[config.mk]
export PLATFORM = sky130hd
export DESIGN_NAME = panel_supply_sequencer
export DESIGN_NICKNAME = d
export VERILOG_FILES = /design/src/panel_supply_pkg.sv /design/src/panel_supply_sequencer.sv
export SDC_FILE = /design/constraint.sdc
export NUM_CORES = 1
export LEC_CHECK = 0
export BUFFER_PORTS_ARGS = -buffer_cell sky130_fd_sc_hd__buf_2
export CORE_UTILIZATION = 60
export CTS_BUF_LIST = sky130_fd_sc_hd__clkbuf_8
export DETAILED_ROUTE_END_ITERATION = 10
export PLACE_DENSITY = 0.81
export SLEW_MARGIN = 20
export SYNTH_ARGS = -nofsm -noshare
export SYNTH_HDL_FRONTEND = slang
export SYNTH_SLANG_ARGS = --single-unit
[constraint.sdc]
create_clock -name mclk -period 4.1 [get_ports mclk]
set_input_delay 0.41 -clock mclk [delete_from_list [all_inputs] [get_ports mclk]]
set_output_delay 0.41 -clock mclk [all_outputs]
set_load 0.01 [all_outputs]
[src/panel_supply_pkg.sv]
// Purpose: Shared constants for the panel supply sequencer.
// Assumes: 20 MHz system clock.
// Notes: Times are kept in their own units; cycle counts derive from them.
package panel_supply_pkg;
    localparam int unsigned CLK_HZ = 20_000_000;
    // Soft-start length in microseconds, common to all three regulators.
    localparam int unsigned SOFT_START_US = 14_000;
    localparam int unsigned SOFT_START_CYC =
        SOFT_START_US * (CLK_HZ / 1_000_000);
    // Fault timer period in microseconds.
    localparam int unsigned FAULT_TIME_US = 200_000;
    localparam int unsigned FAULT_CYC = FAULT_TIME_US * (CLK_HZ / 1_000_000);
    localparam int unsigned DAC_W = 7;
    localparam int unsigned DAC_STEPS = 128;
    localparam int unsigned LIMIT_W = 4;
    localparam int unsigned LIMIT_STEPS = 8;
    localparam logic [6:0] DAC_ZERO = 7'h00;
    localparam logic [6:0] DAC_FULL = 7'h7f;
    localparam logic [3:0] LIMIT_ZERO = 4'h0;
    localparam logic [3:0] LIMIT_FULL = 4'h8;
    localparam int unsigned CNT_W = 32;
endpackage : panel_supply_pkg

[src/panel_supply_sequencer.sv]
// Purpose: Sequencing, soft-start and fault latch of a panel supply.
// Assumes: Comparator inputs are asynchronous and pass two flip-flops.
// Notes: Supply lockout acts as the synchronous restart of all state.
// How it works
// - Enable boost and both gate regulators together.
// - Current limit rises in eight equal steps.
// - Boost current-limit ramp ends on regulation or timeout.
// - Gate references come from 7-bit DAC codes.
// - Positive DAC ramps up over 128 steps.
// - Negative DAC ramps down over 128 steps.
// - One soft-start length for all regulators.
// - Charge delay cap when supply ok, done, unfaulted.
// - Switch block enabled at delay threshold.
// - Lockout discharges delay cap, charge off.
// - Switch select ignored until four conditions met.
// - Select high: high switch on, low off.
// - Select low: high switch off, low on.
// - Fault timer runs while any output low.
// - Continuous fault for period sets latch.
// - Latch holds until supply cycled below lockout.
// - No fault timer during soft-start; over-temperature still latches.
// - Over-temperature latches fault immediately.
// - Lockout disables regulators, switches, amplifiers.
`timescale 1ns/1ps
`default_nettype none
module panel_supply_sequencer #(
    parameter int unsigned SOFT_START_CYC = panel_supply_pkg::SOFT_START_CYC,
    parameter int unsigned FAULT_CYC = panel_supply_pkg::FAULT_CYC
) (
    input wire logic mclk,
    input wire logic reset_n,
    input wire logic ref_good,
    input wire logic supply_ok,
    input wire logic boost_in_reg,
    input wire logic boost_low,
    input wire logic gate_pos_low,
    input wire logic gate_neg_low,
    input wire logic over_temp,
    input wire logic delay_cap_voltage,
    input wire logic switch_select_in,
    output logic boost_en,
    output logic gate_pos_en,
    output logic gate_neg_en,
    output logic [3:0] peak_current_limit,
    output logic [6:0] gate_pos_dac,
    output logic [6:0] gate_neg_dac,
    output logic soft_start_busy,
    output logic delay_capacitor_charge,
    output logic delay_cap_node_discharge,
    output logic switch_block_en,
    output logic high_side_switch,
    output logic low_side_switch,
    output logic amp_out_en,
    output logic fault_latched
);
    // ****************************************************************
    // Types and state
    // ****************************************************************
    typedef enum logic [1:0] {
        ST_OFF = 2'b00,
        ST_SOFT = 2'b01,
        ST_RUN = 2'b11,
        ST_FAULT = 2'b10
    } phase_t;

    // Step lengths: each ramp step is an equal share of the interval.
    localparam int unsigned DAC_STEP_CYC =
        (SOFT_START_CYC / panel_supply_pkg::DAC_STEPS > 0) ?
        SOFT_START_CYC / panel_supply_pkg::DAC_STEPS : 1;
    localparam int unsigned LIMIT_STEP_CYC =
        (SOFT_START_CYC / panel_supply_pkg::LIMIT_STEPS > 0) ?
        SOFT_START_CYC / panel_supply_pkg::LIMIT_STEPS : 1;

    typedef struct packed {
        logic [5:0] sync1;
        logic [5:0] sync2;
        logic sel1;
        logic sel2;
        phase_t phase;
        logic [31:0] ss_cnt;
        logic [31:0] dac_cnt;
        logic [31:0] limit_cnt;
        logic [31:0] flt_cnt;
        logic boost_done;
        logic [3:0] limit;
        logic [6:0] pdac;
        logic [6:0] ndac;
        logic lin_done;
        logic fault;
        logic charge;
        logic discharge;
        logic sw_en;
        logic hs;
        logic ls;
        logic regs_en;
        logic amp_en;
        logic busy;
    } state_t;

    state_t cur;
    state_t next_cur;

    // Synchronised comparator levels, read only from the second stage.
    logic s_ref, s_sup, s_inreg, s_anylow, s_otemp, s_del;
    assign s_ref = cur.sync2[0];
    assign s_sup = cur.sync2[1];
    assign s_inreg = cur.sync2[2];
    assign s_anylow = cur.sync2[3];
    assign s_otemp = cur.sync2[4];
    assign s_del = cur.sync2[5];

    // ****************************************************************
    // Next-state logic
    // ****************************************************************
    // One process computes every next value from the current copy.
    always_comb begin
        next_cur = cur;
        next_cur.sync1 = {delay_cap_voltage, over_temp,
                          boost_low | gate_pos_low | gate_neg_low,
                          boost_in_reg, supply_ok, ref_good};
        next_cur.sync2 = cur.sync1;
        next_cur.sel1 = switch_select_in;
        next_cur.sel2 = cur.sel1;
        if (!s_sup) begin
            // Lockout restarts everything and clears the fault latch.
            next_cur = '0;
            next_cur.sync1 = {delay_cap_voltage, over_temp,
                              boost_low | gate_pos_low | gate_neg_low,
                              boost_in_reg, supply_ok, ref_good};
            next_cur.sync2 = cur.sync1;
            next_cur.sel1 = switch_select_in;
            next_cur.sel2 = cur.sel1;
            next_cur.discharge = 1'b1;
        end else begin
            case (cur.phase)
                ST_OFF: begin
                    next_cur.discharge = 1'b1;
                    if (s_ref) begin
                        // All three regulators start in one cycle.
                        next_cur.phase = ST_SOFT;
                        next_cur.regs_en = 1'b1;
                        next_cur.amp_en = 1'b1;
                        next_cur.pdac = panel_supply_pkg::DAC_ZERO;
                        next_cur.ndac = panel_supply_pkg::DAC_FULL;
                        next_cur.limit = panel_supply_pkg::LIMIT_ZERO;
                        next_cur.ss_cnt = '0;
                        next_cur.dac_cnt = '0;
                        next_cur.limit_cnt = '0;
                    end
                end
                ST_SOFT: begin
                    // Interval counter for the boost soft-start timeout; ramps use their own.
                    next_cur.ss_cnt = cur.ss_cnt + 32'h1;
                    if (!cur.boost_done) begin
                        if (s_inreg ||
                            cur.ss_cnt >= SOFT_START_CYC - 1) begin
                            next_cur.boost_done = 1'b1;
                            next_cur.limit = panel_supply_pkg::LIMIT_FULL;
                        end else if (cur.limit_cnt == LIMIT_STEP_CYC - 1) begin
                            next_cur.limit_cnt = '0;
                            if (cur.limit != panel_supply_pkg::LIMIT_FULL) begin
                                next_cur.limit = cur.limit + 4'h1;
                            end
                        end else begin
                            next_cur.limit_cnt = cur.limit_cnt + 32'h1;
                        end
                    end
                    if (!cur.lin_done) begin
                        if (cur.dac_cnt == DAC_STEP_CYC - 1) begin
                            next_cur.dac_cnt = '0;
                            // Codes walk the 7-bit range in 128 steps.
                            if (cur.pdac == panel_supply_pkg::DAC_FULL) begin
                                next_cur.lin_done = 1'b1;
                            end else begin
                                next_cur.pdac = cur.pdac + 7'h01;
                                next_cur.ndac = cur.ndac - 7'h01;
                            end
                        end else begin
                            next_cur.dac_cnt = cur.dac_cnt + 32'h1;
                        end
                    end
                    if (cur.boost_done && cur.lin_done) begin
                        next_cur.phase = ST_RUN;
                        next_cur.flt_cnt = '0;
                    end
                    // Fault timer stays idle during soft-start.
                    next_cur.flt_cnt = '0;
                    if (s_otemp) begin
                        next_cur.phase = ST_FAULT;
                        next_cur.fault = 1'b1;
                    end
                end
                ST_RUN: begin
                    next_cur.discharge = 1'b0;
                    next_cur.charge = 1'b1;
                    if (s_del) begin
                        next_cur.sw_en = 1'b1;
                    end
                    if (cur.sw_en) begin
                        next_cur.hs = cur.sel2;
                        next_cur.ls = ~cur.sel2;
                    end
                    // Any break in the fault restarts the period.
                    if (s_anylow) begin
                        next_cur.flt_cnt = cur.flt_cnt + 32'h1;
                    end else begin
                        next_cur.flt_cnt = '0;
                    end
                    if ((s_anylow && cur.flt_cnt >= FAULT_CYC - 1) ||
                        s_otemp) begin
                        next_cur.phase = ST_FAULT;
                        next_cur.fault = 1'b1;
                    end
                end
                ST_FAULT: begin
                    // Latched until the supply drops out.
                    next_cur.fault = 1'b1;
                end
                default: begin
                    next_cur.phase = ST_OFF;
                end
            endcase
            if (next_cur.phase == ST_FAULT) begin
                // Everything but the DAC codes goes off.
                next_cur.regs_en = 1'b0;
                next_cur.amp_en = 1'b0;
                next_cur.charge = 1'b0;
                next_cur.discharge = 1'b1;
                next_cur.sw_en = 1'b0;
                next_cur.hs = 1'b0;
                next_cur.ls = 1'b0;
                next_cur.limit = panel_supply_pkg::LIMIT_ZERO;
            end
        end
        // Busy is registered so that the output leaves a flip-flop.
        next_cur.busy = next_cur.phase == ST_SOFT;
    end

    // ****************************************************************
    // State register
    // ****************************************************************
    // Reset loads constants only; lockout restart is synchronous.
    always_ff @(posedge mclk or negedge reset_n) begin
        if (!reset_n) begin
            cur <= '0;
            cur.discharge <= 1'b1;
        end else begin
            cur <= next_cur;
        end
    end

    // Outputs come straight from state flip-flops.
    assign boost_en = cur.regs_en;
    assign gate_pos_en = cur.regs_en;
    assign gate_neg_en = cur.regs_en;
    assign peak_current_limit = cur.limit;
    assign gate_pos_dac = cur.pdac;
    assign gate_neg_dac = cur.ndac;
    assign soft_start_busy = cur.busy;
    assign delay_capacitor_charge = cur.charge;
    assign delay_cap_node_discharge = cur.discharge;
    assign switch_block_en = cur.sw_en;
    assign high_side_switch = cur.hs;
    assign low_side_switch = cur.ls;
    assign amp_out_en = cur.amp_en;
    assign fault_latched = cur.fault;

    // ****************************************************************
    // Checks
    // ****************************************************************
    AST_ENABLE_TOGETHER: assert property (@(posedge mclk)
        disable iff (!reset_n)
        (cur.phase == ST_OFF && s_sup && s_ref) |=>
        (boost_en && gate_pos_en && gate_neg_en))
        else $error("regulators not enabled together");
    AST_LIMIT_STEP: assert property (@(posedge mclk)
        disable iff (!reset_n)
        (cur.phase == ST_SOFT && $changed(peak_current_limit) &&
         peak_current_limit != 4'h0 && !cur.boost_done) |->
        peak_current_limit == $past(peak_current_limit) + 4'h1)
        else $error("current limit step is not one eighth");
    AST_SS_END: assert property (@(posedge mclk)
        disable iff (!reset_n)
        (cur.phase == ST_SOFT && s_sup && !s_otemp && s_inreg) |=>
        cur.boost_done)
        else $error("soft-start did not end on regulation");
    AST_DAC_MIRROR: assert property (@(posedge mclk)
        disable iff (!reset_n)
        cur.phase == ST_SOFT |-> gate_pos_dac + gate_neg_dac == 7'h7f)
        else $error("negative ramp does not mirror positive ramp");
    AST_DISCHARGE: assert property (@(posedge mclk)
        disable iff (!reset_n)
        !s_sup |=> delay_cap_node_discharge && !delay_capacitor_charge)
        else $error("delay cap not discharged in lockout");
    AST_SWITCH_GATE: assert property (@(posedge mclk)
        disable iff (!reset_n)
        (high_side_switch || low_side_switch) |-> switch_block_en &&
        !fault_latched)
        else $error("switch driven while inactive");
    AST_SWITCH_EXCL: assert property (@(posedge mclk)
        disable iff (!reset_n)
        !(high_side_switch && low_side_switch))
        else $error("both switches closed");
    AST_OTEMP: assert property (@(posedge mclk)
        disable iff (!reset_n)
        (s_sup && s_otemp && cur.phase != ST_OFF) |=>
        fault_latched && !boost_en)
        else $error("over-temperature did not latch at once");
    AST_LATCH_HOLD: assert property (@(posedge mclk)
        disable iff (!reset_n)
        (fault_latched && s_sup) |=> fault_latched)
        else $error("fault latch cleared without lockout");
    AST_NO_FAULT_SS: assert property (@(posedge mclk)
        disable iff (!reset_n)
        cur.phase == ST_SOFT |-> cur.flt_cnt == 32'h0)
        else $error("fault timer ran during soft-start");
endmodule : panel_supply_sequencer
`default_nettype wire

==> qor.tcl, run 1 <==
set qor(worst-slew-pin-transition_ns) 0.869
set qor(clock-root-buffer) {sky130_fd_sc_hd__clkbuf_8}
set qor(cap_violations) 0
set qor(maxSlewViolCount) 0
set qor(drt.antenna.violating_nets) 0
set qor(p_clk_share_pct) 33.9
set qor(synthMostInstantiatedCell) {sky130_fd_sc_hd__dfrtp_1}
set qor(clock_tree.htree_level_count) 4
set qor(clock_latency_ns) 0.47
set qor(cellInternalPower_mw) 2.43
set qor(rsz_0062_raised_after_global_routing) {false}
set qor(fin_nets) 1048
set qor(port-buffer-count) 39
set qor(slew_headroom_pct) 41.6
set qor(netlist_top_cells_area) {sky130_fd_sc_hd__dfrtp_1 47%, sky130_fd_sc_hd__o21ai_0 4.9%, sky130_fd_sc_hd__nor2_1 4.9%, sky130_fd_sc_hd__xnor2_1 3.3%, sky130_fd_sc_hd__nand3_1 3.2%}
set qor(area_growth_pct) 7.06
set qor(syn_nets) 1034
set qor(maxClockFrequency_ghz) 0.308
set qor(async_reset_ff_share_pct) 100
set qor(setup_viol_count_final) 0
set qor(grt_start_max_net_pins) 73
set qor(power.ir.vdd_worst_mv) 0.281
set qor(comb_power_share_pct) 13.9
set qor(post_synthesis_cell_type_with_the_largest_combined_area) {sky130_fd_sc_hd__dfrtp_1}
set qor(drt_pre_antenna_iters) 5
set qor(number_of_gates_resized_after_cts) 0
set qor(clock-sinks) 172
set qor(core_area_um2) 14800
set qor(min-delay-path-class) {input pin to flop}
set qor(die_area_um2) 15800
set qor(yosys_warnings) 0
set qor(post_cts_setup_repair_buffer_count) 0
set qor(clock_tree_from_tritoncts) {built}
set qor(timing.critical_path.from_type) {flop}
set qor(global_route_wire_length_before_repair_um) 34100
set qor(drive_above_1_share_pct) 9.65
set qor(synth_seq_cells) 172
set qor(synth.avg_cell_area_um2) 9.09
set qor(path_clk_slew_ns) 0.09
set qor(critPathRequiredTime_ns) 4.42
set qor(synth-seq-area-share_pct) 46.9
set qor(seqPwrFrac_pct) 52.2
set qor(postSynth.topFlopCell) {sky130_fd_sc_hd__dfrtp_1}
set qor(drtIter0Drc) 558
set qor(ys_types) 67
set qor(via_count) 7559
set qor(final_min_period_over_clock_period_pct) 79.3
set qor(cp-end-kind) {flop}
set qor(clock_skew_ns) 0.0172
set qor(ios) 40
set qor(timing_worst_setup_path_type) {flop to flop}
set qor(power.net_switching_mw) 1.01
set qor(clock_path_buffers) 2
set qor(routabilityCongestion) 0.896
set qor(synth_enable_flop_cells) 0
set qor(finalCriticalPeriod_ns) 3.25
set qor(grt_antenna_before_repair) 0
set qor(yosys.area.top_type_share_pct) 46.6
set qor(totalPowerFinal_mw) 3.44
set qor(nFillCells) 1191
set qor(wirelength_um) 19600
set qor(routed_wire_length_per_instance_um) 16.1
set qor(power_per_cell_area_nw_per_um2) 350
set qor(drt_drc_violations_left) 0
set qor(row_count) 44
set qor(place_area_um2) 9420
set qor(critical_path_arrival_ns) 3.57
set qor(finalHoldViolCount) 0
set qor(dieHeight_um) 126
set qor(synth_common_cells) {171 x sky130_fd_sc_hd__dfrtp_1, 119 x sky130_fd_sc_hd__nor2_1, 90 x sky130_fd_sc_hd__o21ai_0, 72 x sky130_fd_sc_hd__nand2_1, 59 x sky130_fd_sc_hd__nand3_1}
set qor(final_critical_path_setup_slack_ns) 0.848
set qor(status) {completed}
set qor(power.switching_fraction_pct) 29.3
set qor(syn_area_um2) 9180
set qor(fin_setup_tns_ns) 0
set qor(die_x_um) 126
set qor(place_ws_ns) 0.609
set qor(synthesized_instance_count) 1009
set qor(detailedPlacementHpwl_um) 13300
set qor(final_design_area_no_fill_um2) 9820
set qor(grt_util_all_layers_pct) 26.6
set qor(worst-path-max-fanout) 39
set qor(drt-vias-per-instance) 6.20
set qor(cts_made_buffers) 17
set qor(floorplan.initialDensity_pct) 62.2
set qor(n_antenna_cell) 0
set qor(hold_ws_ns) 0.0448
set qor(total_leakage_power_nw) 4.12
set qor(first_global_vias) 7083
set qor(global_route.overflow_total) 0
metrics by stage:
| stage | utilization [%] | instances |
|---|---|---|
| after CTS | 66.5 | 1220 |
| after floorplan | - | 1009 |
| final | 66.6 | 1220 |
| after global routing | 66.6 | 1220 |
| after global placement | 63.8 | 1187 |
| after detailed placement | 63.8 | 1187 |
worst max-delay path: stages (launching register included):
cell and delay (ns):
sky130_fd_sc_hd__dfrtp_1 0.48, sky130_fd_sc_hd__inv_1 0.14, sky130_fd_sc_hd__ha_1 0.29, sky130_fd_sc_hd__mux2i_1 0.14
sky130_fd_sc_hd__buf_4 0.18, sky130_fd_sc_hd__and2_1 0.31, sky130_fd_sc_hd__nor2_4 0.59, sky130_fd_sc_hd__a21oi_2 0.06
sky130_fd_sc_hd__buf_4 0.27, sky130_fd_sc_hd__nor2_1 0.54, sky130_fd_sc_hd__a21oi_1 0.09
final timing paths:
| check | start | end | slack [ns] | depth (start not counted) |
|---|---|---|---|---|
| max reg2reg | cur[157] | cur[70] | 0.85 | 10 |
| max | cur[157] | cur[70] | 0.85 | 10 |
| min in group asynchronous | reset_n | cur[138] | 0.50 | 2 |
| min | switch_select_in | cur[160] | 0.04 | 1 |
| max in group asynchronous | reset_n | delay_cap_node_discharge | 2.69 | 3 |
| min reg2reg | cur[170] | cur[164] | 0.35 | 0 |
metal layers:
metal	part of all wire [%]	wire length (um)	track usage [%]	up-vias
met1	47	9140	37.4	3691
met3	4.5	886	5.40	30
met2	47	9250	41.7	180
met5	0	0	0	-
met4	1.6	310	8.25	0
li1	-	-	-	3658
what timing repair did:
action / 4_1_cts / 5_1_grt
hold buffers: 1 / 0
endpoints found under the hold margin: 65 / 0
setup endpoints to repair: 0 / 0
registers in the layout, indices dropped and copies added, names as in the netlist:
signal / count
low_side_switch: 1
boost_en: 1
delay_cap_node_discharge: 1
fault_latched: 1
gate_pos_dac: 7
soft_start_busy: 1
switch_block_en: 1
peak_current_limit: 4
cur: 146
high_side_switch: 1
gate_neg_dac: 7
delay_capacitor_charge: 1
kinds of logic (layout without fill, tap and decap cells):
group,count (synthesis),in the layout,synth area share (%)
adder cells (fa/ha/maj),14,14,1.91
AO/OA/AOI/OAI,202,202,13.3
buffers and inverters,86,113,4.40
XOR/XNOR,67,67,6.40
AND/OR/NAND/NOR,463,463,26.5
multiplexers,5,5,0.559
flip-flops,172,172,46.9
cell usage in the layout, fill, tap and decap left out, drive strengths merged, types with 34 or more instances in the layout:
| cell | Yosys | layout |
|---|---|---|
| nor2 | 119 | 119 |
| nand3 | 59 | 59 |
| dfrtp | 171 | 171 |
| inv | 29 | 34 |
| buf | 24 | 51 |
| nand2 | 72 | 72 |
| xnor2 | 35 | 35 |
| a21oi | 43 | 43 |
| o21ai | 92 | 92 |
power groups by stage:
stage	Combinational, mW	Clock (mW)	Sequential, mW
final	0.478	1.17	1.80
after global routing	0.538	1.26	1.80
after CTS	0.479	1.19	1.79
after detailed placement	0.475	0	1.83
after global placement	0.463	0	1.82
after floorplan	0.337	0	1.82
area by class of cell:
type,instances,area (um2),area share (%)
Clock buffer,17,234,2.38
Clock inverter,15,150,1.53
Inverter,29,109,1.11
Multi-Input combinational cell,751,4480,45.6
Sequential cell,172,4310,43.8
Tap cell,184,230,2.34
Timing Repair Buffer,52,314,3.20
No activity file was read; power rests on OpenSTA's default activity.
==> run 2, diff against run 1 <==
--- a/config.mk
+++ b/config.mk
@@ -5,6 +5,7 @@
 export SDC_FILE = /design/constraint.sdc
 export NUM_CORES = 1
 export LEC_CHECK = 0
+export ABC_AREA = 1
 export BUFFER_PORTS_ARGS = -buffer_cell sky130_fd_sc_hd__buf_2
 export CORE_UTILIZATION = 60
 export CTS_BUF_LIST = sky130_fd_sc_hd__clkbuf_8
==> constraint.sdc (replaced) <==
create_clock -name mclk -period 3.25 [get_ports mclk]
set_input_delay 0.325 -clock mclk [delete_from_list [all_inputs] [get_ports mclk]]
set_output_delay 0.325 -clock mclk [all_outputs]
set_load 0.01 [all_outputs]
==> run 2 against run 1 <==
Net effect: final cell count up 37%; clock skew down 0.0029 ns; non-clock buffer count up 2; core utilization down 0.17 points; first-iteration DRC count up 57%; critical path depth up 1; flip-flop and latch count unchanged; fmax up 18%; die area up 14%; hold slack worse by 0.015 ns; critical path type unchanged; critical endpoint is now cur[145]; largest cell class unchanged.
==> qor.tcl, run 2 <==
set qor(status) {completed} ;# unchanged
set qor(timing_worst_setup_path_type) {flop to flop} ;# unchanged
set qor(path_clk_slew_ns) 0.09 ;# about the same
set qor(grt_antenna_before_repair) 0 ;# unchanged
set qor(synthMostInstantiatedCell) {sky130_fd_sc_hd__nand2_1} ;# was sky130_fd_sc_hd__dfrtp_1
set qor(timing.critical_path.mode_cell) {sky130_fd_sc_hd__inv_1} ;# was sky130_fd_sc_hd__buf_4
set qor(nFillCells) 1512 ;# was 1191
set qor(area_growth_pct) 6.82 ;# was 7.06%
set qor(crit_start) {cur[158]} ;# was cur[157]
set qor(min-delay-path-class) {input pin to flop} ;# unchanged
set qor(die_x_um) 134 ;# was 126 um
set qor(place_ws_ns) 0.528 ;# was 0.609 ns
set qor(regToRegEndpoint) {cur[145]} ;# was cur[70]
set qor(worst-slew-pin-transition_ns) 0.728 ;# was 0.869 ns
set qor(die_area_um2) 18000 ;# was 15800 um2
set qor(clock-sinks) 172 ;# unchanged
set qor(critical_path_buf_inv_count) 4 ;# was 3
set qor(cp_slowest_cell) {sky130_fd_sc_hd__nor2_2} ;# was sky130_fd_sc_hd__nor2_4
set qor(synth-seq-area-share_pct) 41.2 ;# was 46.9%
set qor(wirelength_um) 24900 ;# was 19600 um
set qor(synth_seq_cells) 172 ;# unchanged
set qor(critical_path_arrival_ns) 3.13 ;# was 3.57 ns
set qor(routed_wire_length_per_instance_um) 14.9 ;# was 16.1 um
set qor(largest-register) {cur} ;# unchanged
set qor(netlist_top_cells_area) {sky130_fd_sc_hd__dfrtp_1 41%, sky130_fd_sc_hd__nand2_1 9.9%, sky130_fd_sc_hd__inv_1 6.4%, sky130_fd_sc_hd__nor2_1 5.9%, sky130_fd_sc_hd__nand3_1 4.2%} ;# was sky130_fd_sc_hd__dfrtp_1 47%, sky130_fd_sc_hd__o21ai_0 4.9%, sky130_fd_sc_hd__nor2_1 4.9%, sky130_fd_sc_hd__xnor2_1 3.3%, sky130_fd_sc_hd__nand3_1 3.2%
set qor(worst-path-max-fanout) 16 ;# was 39
set qor(rsz_0062_raised_after_global_routing) {false} ;# unchanged
set qor(worst_path_dominant_cell_family) {simple AND/OR/NAND/NOR gates} ;# unchanged
set qor(synth_enable_flop_cells) 0 ;# unchanged
set qor(clock_path_buffers) 2 ;# unchanged
set qor(synth.avg_cell_area_um2) 7.40 ;# was 9.09 um2
set qor(drtIter0Drc) 874 ;# was 558
set qor(clock-root-buffer) {sky130_fd_sc_hd__clkbuf_8} ;# unchanged
set qor(finalCriticalPeriod_ns) 2.76 ;# was 3.25 ns
set qor(clock_tree.htree_level_count) 4 ;# unchanged
set qor(totalPowerFinal_mw) 4.73 ;# was 3.44 mW
set qor(drive_above_1_share_pct) 10.3 ;# was 9.65%
set qor(synth_common_cells) {277 x sky130_fd_sc_hd__nand2_1, 177 x sky130_fd_sc_hd__inv_1, 171 x sky130_fd_sc_hd__dfrtp_1, 163 x sky130_fd_sc_hd__nor2_1, 87 x sky130_fd_sc_hd__nand3_1} ;# was 171 x sky130_fd_sc_hd__dfrtp_1, 119 x sky130_fd_sc_hd__nor2_1, 90 x sky130_fd_sc_hd__o21ai_0, 72 x sky130_fd_sc_hd__nand2_1, 59 x sky130_fd_sc_hd__nand3_1
set qor(critPathRequiredTime_ns) 3.62 ;# was 4.42 ns
set qor(largest_reg_flops) 146 ;# unchanged
set qor(max_stage_delay_ns) 0.58 ;# was 0.59 ns
set qor(synthesized_instance_count) 1413 ;# was 1009
set qor(syn_area_um2) 10500 ;# was 9180 um2
set qor(clock_latency_ns) 0.47 ;# about the same
set qor(worstRegToRegCells) 11 ;# was 10
set qor(maxSlewViolCount) 0 ;# unchanged
set qor(fin_nets) 1462 ;# was 1048
set qor(syn_nets) 1438 ;# was 1034
set qor(final_common_cell) {sky130_fd_sc_hd__nand2_1} ;# was sky130_fd_sc_hd__dfrtp_1
set qor(async_reset_ff_share_pct) 100 ;# unchanged
set qor(power_per_cell_area_nw_per_um2) 423 ;# was 350 nW/um2
set qor(final_critical_path_setup_slack_ns) 0.492 ;# was 0.848 ns
set qor(post_synthesis_cell_type_with_the_largest_combined_area) {sky130_fd_sc_hd__dfrtp_1} ;# unchanged
set qor(via_count) 9586 ;# was 7559
set qor(fin_setup_tns_ns) 0 ;# unchanged
set qor(yosys.area.top_type_share_pct) 40.9 ;# was 46.6%
set qor(cell_by_cell_trace_of_the_critical_path) {inv_1, ha_1, buf_4, nand2_1, inv_1, nor2_2, inv_1, o21ai_0, o21ai_1, a21oi_1, a21oi_1} ;# was inv_1, ha_1, mux2i_1, buf_4, and2_1, nor2_4, a21oi_2, buf_4, nor2_1, a21oi_1
set qor(grt_util_all_layers_pct) 29.4 ;# was 26.6%
set qor(global_route.overflow_total) 0 ;# unchanged
set qor(cp_num_cells) 11 ;# was 10
set qor(most-common-layout-cells) {277 x sky130_fd_sc_hd__nand2_1, 180 x sky130_fd_sc_hd__inv_1, 171 x sky130_fd_sc_hd__dfrtp_1, 163 x sky130_fd_sc_hd__nor2_1, 87 x sky130_fd_sc_hd__nand3_1} ;# was 171 x sky130_fd_sc_hd__dfrtp_1, 118 x sky130_fd_sc_hd__nor2_1, 90 x sky130_fd_sc_hd__o21ai_0, 72 x sky130_fd_sc_hd__nand2_1, 59 x sky130_fd_sc_hd__nand3_1
set qor(drt_pre_antenna_iters) 5 ;# unchanged
set qor(cap_violations) 0 ;# unchanged
set qor(core_area_um2) 16800 ;# was 14800 um2
set qor(total_leakage_power_nw) 4.83 ;# was 4.12 nW
set qor(n_antenna_cell) 0 ;# unchanged
set qor(timing.reg2reg.setup_slack_ns) 0.49 ;# was 0.85 ns
set qor(number_of_gates_resized_after_cts) 0 ;# unchanged
set qor(yosys_warnings) 0 ;# unchanged
set qor(dieHeight_um) 134 ;# was 126 um
set qor(drt-vias-per-instance) 5.74 ;# was 6.20
set qor(slew_headroom_pct) 51.4 ;# was 41.6%
set qor(detailedPlacementHpwl_um) 18300 ;# was 13300 um
set qor(setup_viol_count_final) 0 ;# unchanged
set qor(clock_tree_from_tritoncts) {built} ;# unchanged
set qor(cp-end-kind) {flop} ;# unchanged
set qor(drt.antenna.violating_nets) 0 ;# unchanged
set qor(row_count) 47 ;# was 44
set qor(post_cts_setup_repair_buffer_count) 0 ;# unchanged
set qor(sequential_cell_area_um2) 4310 ;# unchanged
set qor(cts_made_buffers) 17 ;# unchanged
set qor(postSynth.topFlopCell) {sky130_fd_sc_hd__dfrtp_1} ;# unchanged
set qor(multiInputGateArea_um2) 5110 ;# was 4480 um2
set qor(port-buffer-count) 39 ;# unchanged
set qor(finalHoldViolCount) 0 ;# unchanged
set qor(clock_skew_ns) 0.0143 ;# was 0.0172 ns
set qor(cp-endpoint) {cur[145]} ;# was cur[70]
set qor(rr_startpoint) {cur[158]} ;# was cur[157]
set qor(ys_types) 52 ;# was 67
set qor(maxClockFrequency_ghz) 0.363 ;# was 0.308 GHz
set qor(grt_start_max_net_pins) 75 ;# was 73
set qor(global_route_wire_length_before_repair_um) 42600 ;# was 34100 um
set qor(routabilityCongestion) 0.964 ;# was 0.896
set qor(floorplan.initialDensity_pct) 62.2 ;# about the same
set qor(first_global_vias) 8930 ;# was 7083
set qor(timing.critical_path.from_type) {flop} ;# unchanged
set qor(final_min_period_over_clock_period_pct) 84.9 ;# was 79.3%
set qor(final_core_util_pct) 66.4 ;# was 66.6%
set qor(power.ir.vdd_worst_mv) 0.295 ;# was 0.281 mV
set qor(ios) 40 ;# unchanged
set qor(drt_drc_violations_left) 0 ;# unchanged
## run 2: cell count changes in the layout (fill, tap and decap cells not counted), sizes merged, moves of 29 or more
| cell | previous run | this run |
|---|---|---|
| nor2 | 119 | 185 |
| xnor2 | 35 | 6 |
| nand3 | 59 | 89 |
| inv | 34 | 197 |
| nor3 | 26 | 92 |
| nand2 | 72 | 292 |
## run 2: what timing repair did
item                                    4_1_cts  5_1_grt
endpoints found under the setup margin        0        0
hold buffers                                  7        0
endpoints found under the hold margin        77        0
## run 2: layout make-up
type                            count  share of cell area (%)
Clock buffer                       18                    2.22
Tap cell                          220                    2.46
Multi-Input combinational cell    998                    45.7
Timing Repair Buffer               54                    3.08
Inverter                          194                    6.56
Clock inverter                     14                    1.39
Sequential cell                   172                    38.5
## run 2: kinds of logic after synthesis
logic type | Yosys count | share of synthesized area [%]
and+or+nand+nor | 751 | 33.6
buffers and inverters | 243 | 9.97
AOI/OAI and AO/OA | 186 | 9.67
DFF | 172 | 41.2
xor gates and xnor gates | 46 | 3.85
adders and majority gates | 14 | 1.68
muxes | 1 | 0.0957
## run 2: where the power goes
| group | internal, mW | switching (mW) | total [mW] |
|---|---|---|---|
| Combinational | 0.240 | 0.622 | 0.863 |
| Sequential | 2.22 | 0.0893 | 2.31 |
| Clock | 0.767 | 0.791 | 1.56 |
## run 2: how the worst min path moves through the flow
stage	to	startpoint	cells past startpoint
floorplan	boost_en	reset_n	0
detailed placement	cur[163]	cur[169]	0
global route	cur[170]	gate_pos_low	2
finish	cur[170]	gate_neg_low	2
CTS	cur[170]	gate_neg_low	2
global placement	cur[166]	cur[172]	0
## run 2: stage by stage
stage               area [um2]  std cells  hold slack [ns]
floorplan                10500       1413           0.0294
global placement         10700       1631            0.335
detailed placement       10700       1631            0.341
CTS                      11200       1670           0.0170
global route             11200       1670           0.0258
finish                   11200       1670           0.0296
## run 2: per-layer routing
| metal | vias up | routed length (um) | global-route usage [%] |
|---|---|---|---|
| met2 | 331 | 11500 | 46.4 |
| met3 | 50 | 1400 | 4.88 |
| met5 | - | 0 | 0 |
| met4 | 0 | 558 | 10.0 |
| li1 | 4704 | - | - |
| met1 | 4501 | 11400 | 41.4 |
